`config.mk`:
```
export PLATFORM = sky130hd
export DESIGN_NAME = branch_unit
export DESIGN_NICKNAME = d
export VERILOG_FILES = /design/src/branch_pkg.sv /design/src/cmp_if.sv /design/src/branch_compare.sv /design/src/branch_unit.sv
export SDC_FILE = /design/constraint.sdc
export NUM_CORES = 1
export LEC_CHECK = 0
export CORE_ASPECT_RATIO = 1.1
export CORE_MARGIN = 4
export CORE_UTILIZATION = 35
export CTS_CLUSTER_DIAMETER = 120
export DETAILED_ROUTE_END_ITERATION = 12
export DONT_BUFFER_PORTS = 1
export PLACE_DENSITY = 0.45
export SYNTH_ARGS = -nofsm -noshare
export SYNTH_HDL_FRONTEND = slang
export SYNTH_SLANG_ARGS = --single-unit
```
`constraint.sdc`:
```
create_clock -name ref_clk -period 5 [get_ports ref_clk]
set_input_delay 1 -clock ref_clk [delete_from_list [all_inputs] [get_ports ref_clk]]
set_output_delay 1 -clock ref_clk [all_outputs]
set_load 0.01 [all_outputs]
```
`src/branch_pkg.sv`:
```
/*
 * Constants and types for the compare-and-branch unit.
 * Assumes a 32-bit instruction word and byte-addressed program counter.
 */
// Functional notes
// RULE_01 - Unsigned greater-or-equal branch compares operands unsigned, taken when first >= second.
// RULE_02 - A branch not taken sets next program counter to current plus 4.
// RULE_03 - Taken target is address after branch plus offset words scaled to 14-bit bytes.
// RULE_04 - Offset field is 12-bit two's complement, sign-extended before the add.
// RULE_05 - Branch uses short-immediate format; register fields index both comparator sources.
// RULE_06 - Signed greater-than is signed less-than with operands exchanged.
// RULE_07 - Unsigned greater-than is unsigned less-than with operands exchanged.
// RULE_08 - Signed less-or-equal is signed greater-or-equal with operands exchanged.
// RULE_09 - Unsigned less-or-equal is unsigned greater-or-equal with operands exchanged.
// RULE_10 - Signed less-than compares two's complement, taken when first strictly smaller.
// RULE_11 - Unsigned less-than compares unsigned, taken when first strictly smaller.
// RULE_12 - Signed greater-or-equal compares two's complement, taken when first not smaller.
// RULE_13 - Opcode 31:26, first index 25:21, second 20:16, selector 15:12, offset 11:0.
package branch_pkg;
    localparam int OPC_MSB = 31;
    localparam int OPC_LSB = 26;
    localparam int SRCA_MSB = 25;
    localparam int SRCA_LSB = 21;
    localparam int SRCB_MSB = 20;
    localparam int SRCB_LSB = 16;
    localparam int SEL_MSB = 15;
    localparam int SEL_LSB = 12;
    localparam int OFS_MSB = 11;
    localparam int OFS_LSB = 0;
    localparam int OFS_W = 12;
    localparam int WORD_SHIFT = 2;
    localparam int BYTE_OFS_W = 14;
    localparam logic [5:0] OPC_SHORT_IMM = 6'h01;
    localparam logic [31:0] INSN_STEP = 32'h0000_0004;
    localparam logic [31:0] PC_RESET = 32'h0000_0000;
    localparam int CYCLES_TO_RESULT = 1;

    typedef enum logic [3:0] {
        CMP_GE  = 4'h9,
        CMP_LT  = 4'hA,
        CMP_GEU = 4'hD,
        CMP_LTU = 4'hE
    } cmp_sel_t;
endpackage

```
`src/cmp_if.sv`:
```
/*
 * Carries the operand pair and compare selector to the comparator and its verdict back.
 * Assumes both ends run in the same clock domain.
 */
`timescale 1ns/1ps
interface cmp_if #(parameter int DW = 32);
    logic [DW-1:0] opA;
    logic [DW-1:0] opB;
    branch_pkg::cmp_sel_t sel;
    logic valid;
    logic taken;
    modport decoder (output opA, output opB, output sel, output valid, input taken);
    modport unit (input opA, input opB, input sel, input valid, output taken);
endinterface

```
`src/branch_compare.sv`:
```
/*
 * Combinational comparator for the four real compare-and-branch kinds.
 * Assumes operands arrive already in the order the instruction names them.
 */
`timescale 1ns/1ps
module branch_compare #(
    parameter int DW = 32
) (
    cmp_if.unit cmp
);
    logic ltSigned;
    logic ltUnsigned;

    assign ltSigned = $signed(cmp.opA) < $signed(cmp.opB);
    assign ltUnsigned = cmp.opA < cmp.opB;

    always_comb begin
        case (cmp.sel)
            branch_pkg::CMP_GE: cmp.taken = cmp.valid && !ltSigned;     // RULE_12
            branch_pkg::CMP_LT: cmp.taken = cmp.valid && ltSigned;      // RULE_10
            branch_pkg::CMP_GEU: cmp.taken = cmp.valid && !ltUnsigned;  // RULE_01
            branch_pkg::CMP_LTU: cmp.taken = cmp.valid && ltUnsigned;   // RULE_11
            default: cmp.taken = 1'b0;
        endcase
    end
endmodule

```
`src/branch_unit.sv`:
```
/*
 * Decode and execute stage for compare-and-branch instructions.
 * Assumes the register file answers reads combinationally from the index ports,
 * and that the fetch stage presents one instruction with its address per valid cycle.
 * Pseudo-branches are swapped by the assembler; the hardware sees only real forms.
 */
`timescale 1ns/1ps
module branch_unit #(
    parameter int DW = 32
) (
    // Clock and reset
    input wire logic ref_clk,
    input wire logic resetn,
    // Instruction in
    input wire logic insnValid,
    input wire logic [31:0] insnWord,
    input wire logic [DW-1:0] insnPc,
    // Register file read
    output logic [4:0] firstSourceIdx,
    output logic [4:0] secondSourceIdx,
    input wire logic [DW-1:0] firstSourceData,
    input wire logic [DW-1:0] secondSourceData,
    // Result
    output logic resultValid,
    output logic branchTaken,
    output logic isBranch,
    output logic [DW-1:0] nextPc
);
    // Elaboration checks: the field layout and the datapath must agree

    // Port widths and register indexes below are fixed for a 32-bit word
    if (DW != 32) begin : g_bad_dw
        $error("branch_unit supports only a 32-bit datapath");
    end

    // Offset field bounds must match its declared width
    if (branch_pkg::OFS_MSB - branch_pkg::OFS_LSB + 1 != branch_pkg::OFS_W) begin : g_bad_ofs
        $error("branch_unit offset field bounds disagree with its width");
    end

    // Scaling by the word shift must land exactly on the byte offset width
    if (branch_pkg::OFS_W + branch_pkg::WORD_SHIFT != branch_pkg::BYTE_OFS_W) begin : g_bad_scale
        $error("branch_unit byte offset width disagrees with the scaling");
    end

    // The byte offset has to fit inside the program counter
    if (branch_pkg::BYTE_OFS_W > DW) begin : g_bad_fit
        $error("branch_unit byte offset is wider than the datapath");
    end

    // Opcode field feeds a 6-bit compare
    if (branch_pkg::OPC_MSB - branch_pkg::OPC_LSB != 5) begin : g_bad_opc
        $error("branch_unit opcode field must be 6 bits");
    end

    // Both register index ports are 5 bits
    if (branch_pkg::SRCA_MSB - branch_pkg::SRCA_LSB != 4) begin : g_bad_srca
        $error("branch_unit first index field must be 5 bits");
    end

    if (branch_pkg::SRCB_MSB - branch_pkg::SRCB_LSB != 4) begin : g_bad_srcb
        $error("branch_unit second index field must be 5 bits");
    end

    // Selector field must match the 4-bit compare kind
    if (branch_pkg::SEL_MSB - branch_pkg::SEL_LSB != 3) begin : g_bad_sel
        $error("branch_unit selector field must be 4 bits");
    end

    cmp_if #(.DW(DW)) cmp ();

    // Decoded fields
    logic [5:0] opcode;
    logic [3:0] selector;
    logic [branch_pkg::OFS_W-1:0] branchOffsetField;

    // Selector decode
    logic selGe;
    logic selLt;
    logic selGeu;
    logic selLtu;
    logic selKnown;
    logic isCmpBranch;

    // Address arithmetic
    logic [DW-1:0] fallThrough;
    logic [DW-1:0] byteOffset;
    logic [DW-1:0] target;

    // Registered result
    logic resultValid_ff;
    logic branchTaken_ff;
    logic isBranch_ff;
    logic [DW-1:0] nextPc_ff;
    logic [DW-1:0] nxt_nextPc;

    // Field split of the short-immediate format
    assign opcode = insnWord[branch_pkg::OPC_MSB:branch_pkg::OPC_LSB];              // RULE_13
    assign firstSourceIdx = insnWord[branch_pkg::SRCA_MSB:branch_pkg::SRCA_LSB];    // RULE_05
    assign secondSourceIdx = insnWord[branch_pkg::SRCB_MSB:branch_pkg::SRCB_LSB];   // RULE_05
    assign selector = insnWord[branch_pkg::SEL_MSB:branch_pkg::SEL_LSB];            // RULE_13
    assign branchOffsetField = insnWord[branch_pkg::OFS_MSB:branch_pkg::OFS_LSB];   // RULE_04

    // One flag per real compare kind; unknown codes leave all four low
    always_comb begin
        selGe = 1'b0;
        selLt = 1'b0;
        selGeu = 1'b0;
        selLtu = 1'b0;
        case (selector)
            branch_pkg::CMP_GE: begin
                selGe = 1'b1;                                                       // RULE_12
            end
            branch_pkg::CMP_LT: begin
                selLt = 1'b1;                                                       // RULE_10
            end
            branch_pkg::CMP_GEU: begin
                selGeu = 1'b1;                                                      // RULE_01
            end
            branch_pkg::CMP_LTU: begin
                selLtu = 1'b1;                                                      // RULE_11
            end
            default: begin
                selGe = 1'b0;
            end
        endcase
    end

    assign selKnown = selGe || selLt || selGeu || selLtu;

    // A wrong opcode or selector still advances the PC, but never redirects
    assign isCmpBranch = insnValid && (opcode == branch_pkg::OPC_SHORT_IMM) && selKnown;

    // Operands go in the order the fields name; swapped pseudo-forms arrive pre-swapped
    assign cmp.opA = firstSourceData;                                               // RULE_06
    assign cmp.opB = secondSourceData;                                              // RULE_07
    assign cmp.sel = branch_pkg::cmp_sel_t'(selector);                              // RULE_08
    assign cmp.valid = isCmpBranch;                                                 // RULE_09

    branch_compare #(.DW(DW)) comparator (
        .cmp(cmp)
    );

    // Word count scaled by four gives a 14-bit byte offset, then sign-extended.
    // Built bit by bit so the low zeros, the field and the sign copies are explicit.
    for (genvar bitIdx = 0; bitIdx < DW; bitIdx++) begin : g_ofs_bit
        if (bitIdx < branch_pkg::WORD_SHIFT) begin : g_low
            assign byteOffset[bitIdx] = 1'b0;                                       // RULE_03
        end else if (bitIdx < branch_pkg::BYTE_OFS_W) begin : g_field
            assign byteOffset[bitIdx] = branchOffsetField[bitIdx - branch_pkg::WORD_SHIFT];
        end else begin : g_sign
            assign byteOffset[bitIdx] = branchOffsetField[branch_pkg::OFS_W-1];    // RULE_04
        end
    end

    // Both sums wrap at the PC width, as the program counter itself does
    assign fallThrough = insnPc + DW'(branch_pkg::INSN_STEP);                       // RULE_02
    assign target = fallThrough + byteOffset;                                       // RULE_03

    always_comb begin
        if (cmp.taken) begin
            nxt_nextPc = target;                                                    // RULE_01
        end else begin
            nxt_nextPc = fallThrough;                                               // RULE_02
        end
    end

    // Result registered so the fetch stage sees a clean redirect one cycle later

    // One result strobe per accepted instruction
    always_ff @(posedge ref_clk) begin
        if (!resetn) begin
            resultValid_ff <= 1'b0;
        end else begin
            resultValid_ff <= insnValid;
        end
    end

    // Marks the instructions this unit recognised as compare branches
    always_ff @(posedge ref_clk) begin
        if (!resetn) begin
            isBranch_ff <= 1'b0;
        end else begin
            isBranch_ff <= isCmpBranch;                                             // RULE_05
        end
    end

    // Verdict is already gated by valid inside the comparator
    always_ff @(posedge ref_clk) begin
        if (!resetn) begin
            branchTaken_ff <= 1'b0;
        end else begin
            branchTaken_ff <= cmp.taken;                                            // RULE_01
        end
    end

    // Next PC holds over idle cycles so a late reader still sees the last answer
    always_ff @(posedge ref_clk) begin
        if (!resetn) begin
            nextPc_ff <= branch_pkg::PC_RESET;
        end else if (insnValid) begin
            nextPc_ff <= nxt_nextPc;
        end
    end

    assign resultValid = resultValid_ff;
    assign isBranch = isBranch_ff;
    assign branchTaken = branchTaken_ff;
    assign nextPc = nextPc_ff;
endmodule

```
==> flow_metrics.py <==
metrics = {
    "clock_network": {
        "clk_path_buf_depth": 2,
        "cts_buffers": 5,
        "ctsResizeCount": 0,
        "cts_sinks": 35,
        "cts_tree": "built",
        "clockRootBuffer": "clkbuf_16",
        "postCtsSetupBuffers": 0,
        "clock_latency_ps": 280,
        "cts.htree.levels": 2,
        "cts.clk_slew.worst_paths_ps": 60,
        "cts_hold_buf": 0,
    },
    "power_and_ir_drop": {
        "max-vdd-ir-drop_mv": 0.154,
        "p_leak_uw": 0.00191,
        "p_per_area_nw_per_um2": 208,
    },
    "placement": {
        "io_buffers": 0,
        "postPlaceCellArea_sq_um": 4450,
        "dpl.hpwl_um": 10300,
        "preCtsSetupSlack_ps": 392,
        "gp_congestion": 0.876,
    },
    "hold_path": {
        "min_to": "nextPc[25]",
        "min_path_type": "reg -> reg",
        "min_from": "nextPc[25]",
        "hold_depth": 2,
    },
    "routing": {
        "drtIter0Drc": 172,
        "post-route-drc-count": 0,
        "vias_per_cell": 5.67,
        "wl_um": 12700,
        "wl_per_cell_um": 17.7,
        "ant_nets": 0,
        "vias": 4073,
        "firstDrtPassIters": 4,
    },
    "sta": {
        "rsz0062_at_grt": "no",
        "setup_viol": 0,
        "finalSetupTns_ps": 0,
        "slew-limit-headroom_pct": 44.1,
        "fin_ws_ps": 690,
        "post-route-period-util_pct": 86.2,
        "finalClockSkew_ps": 0,
        "drv_slew": 0,
        "hold_viol": 0,
        "tightestPinTransition_ps": 839,
        "period_minus_slack_ps": 4310,
        "whs_ps": 555,
        "fmax_mhz": 232,
    },
    "synthesis": {
        "synth_area_sq_um": 4390,
        "synth_mux_area_share_pct": 5.50,
        "synth_top_family_by_area": "compound AO/OA/AOI/OAI gates",
        "synth_xor_area_share_pct": 8.98,
        "yosysSeqAreaShare_pct": 16.0,
        "synth_edf_count": 0,
        "yosys.area_share.simple_pct": 19.0,
        "synth-compound-area-share_pct": 25.2,
        "ys_seq_elements": 35,
        "syn_avg_cell_area_sq_um": 7.59,
        "synthAdderAreaFrac_pct": 17.9,
        "yosysUniqueCellTypes": 62,
        "synth_ff_type": "dfxtp_1",
        "yosysWarnings": 0,
        "syn-num-nets": 771,
        "ys_async_sr_fraction_pct": 0,
        "syn_inst": 578,
    },
    "die": {
        "initial_utilization_pct": 36.1,
        "placementRows": 42,
        "core_sq_um": 12100,
        "dieArea_sq_um": 14400,
        "io_pins": 176,
        "die_w_um": 115,
        "die_height_um": 125,
    },
    "grt": {
        "grt.total_usage_pct": 17.4,
        "grt_pass1_wl_um": 20300,
        "overflow": 0,
        "grt_antenna_before_repair": 0,
        "grt_pass1_vias": 4217,
        "grt_max_degree": 61,
    },
    "critical_path": {
        "path_class": "in -> reg",
        "r2r_setup_slack_ps": 4210,
        "r2r-start": "nextPc[25]",
        "reg2reg_to": "nextPc[25]",
        "critPathMaxFanout": 6,
        "cp.arrival_ps": 4470,
        "end_kind": "flop",
        "cp-start-kind": "primary input",
        "required_ps": 5160,
        "reg2reg_depth": 2,
    },
    "final_layout": {
        "layout_common_cells": "ha_1 (61), a21oi_1 (53), inv_1 (48)",
        "fillers": 1285,
        "synthToLayoutAreaGrowth_pct": 4.62,
        "design_area_sq_um": 4590,
        "final_common_cell": "ha_1",
        "nets": 756,
        "diodes": 0,
        "drive_gt1_share_pct": 3.19,
    },
    "flow_run": {
        "max-cap-violations": 0,
    },
    "outcome": {
        "outcome": "completed",
    },
}
## stage by stage
| step | power (uW) | utilization (%) | instances |
|---|---|---|---|
| final | 954 | 37.8 | 718 |
| after global placement | 640 | 36.7 | 710 |
| after global routing | 1020 | 37.8 | 718 |
| after floorplan | 595 | - | 578 |
| after CTS | 967 | 37.8 | 718 |
| after detailed placement | 643 | 36.7 | 710 |
## worst max-delay path, cell delays in order
cell,delay [ps]
ha_1,180
inv_1,80
nor3_1,360
and2_1,340
nand3_1,130
xnor2_1,170
ha_1,370
o21ai_1,140
a21boi_0,290
a21o_1,160
a21oi_1,80
o211a_1,260
o31ai_1,390
mux2i_1,280
o21a_1,150
o211ai_1,90
## Yosys cell counts, drive strengths merged, types with 2 or more instances
| master | instances | area share [%] |
|---|---|---|
| or3 | 4 | 0.57 |
| a221oi | 2 | 0.40 |
| xor2 | 14 | 2.8 |
| nand3 | 22 | 2.5 |
| mux2 | 3 | 0.94 |
| o211ai | 4 | 0.68 |
| and4 | 4 | 0.80 |
| a31oi | 16 | 2.8 |
| o21ai | 51 | 5.8 |
| a21boi | 2 | 0.34 |
| nand2 | 43 | 3.7 |
| xnor2 | 31 | 6.2 |
| nand4 | 12 | 2.1 |
| a21o | 10 | 1.7 |
| buf | 13 | 2.4 |
| and2 | 5 | 0.71 |
| a21oi | 53 | 6.0 |
| and3 | 2 | 0.29 |
| nor4b | 3 | 0.60 |
| dfxtp | 35 | 16 |
| mux2i | 20 | 4.6 |
| clkbuf | 11 | 0.94 |
| o31ai | 3 | 0.51 |
| inv | 48 | 4.1 |
| ha | 61 | 17 |
| o21a | 10 | 1.7 |
| o21bai | 4 | 0.68 |
| nor2 | 40 | 3.4 |
| o2111ai | 2 | 0.40 |
| nor3 | 9 | 1.0 |
| nor2b | 2 | 0.29 |
| a211oi | 8 | 1.4 |
| a2111oi | 3 | 0.60 |
| nand2b | 5 | 0.71 |
| nor4 | 3 | 0.77 |
## metal layers
layer  track usage [%]  vias up  share of wire (%)
li1                  -     2072                  -
met1              19.9     1824                 40
met2              31.0      166                 49
met3              4.93       11                9.2
met4              4.90        0                1.2
met5                 0        -                  0
## layout make-up
class	count	area [sq um]	area share, %
clock buffers	6	129	2.81
clock inverters	2	12.5	0.273
inverters	49	184	4.01
multi-input cells	470	3360	73.1
flip-flops and latches	35	701	15.3
well taps	154	193	4.20
repair buffers	2	15.0	0.327
## state kept, by name, summed over array words and instances, names as in the netlist
| signal | count |
|---|---|
| branchTaken | 1 |
| isBranch | 1 |
| nextPc | 32 |
| resultValid | 1 |
## power breakdown
part / switching [uW] / internal (uW) / leakage, uW
registers: 22.2 / 297 / 0.000290
logic: 176 / 141 / 0.00155
clock network: 133 / 184 / 0.0000669
total: 332 / 622 / 0.00191
## worst max path at each step
stage,depth (start not counted),start,endpoint
finish,16,insnPc[2],nextPc[31]
global route,16,insnPc[2],nextPc[25]
CTS,16,insnPc[2],nextPc[31]
detailed placement,16,insnPc[2],nextPc[31]
global placement,15,insnPc[2],nextPc[30]
floorplan,15,insnPc[2],nextPc[30]
## logic make-up (layout without fill, tap and decap cells)
logic type               count (synthesis)  after routing
buffers and inverters                   73             59
AO/OA/AOI/OAI                          178            178
adder cells (fa/ha/maj)                 62             62
multiplexers                            23             23
AND/OR/NAND/NOR                        162            162
flip-flops                              35             35
XOR/XNOR                                45             45
(Power assumes the default switching activity.)
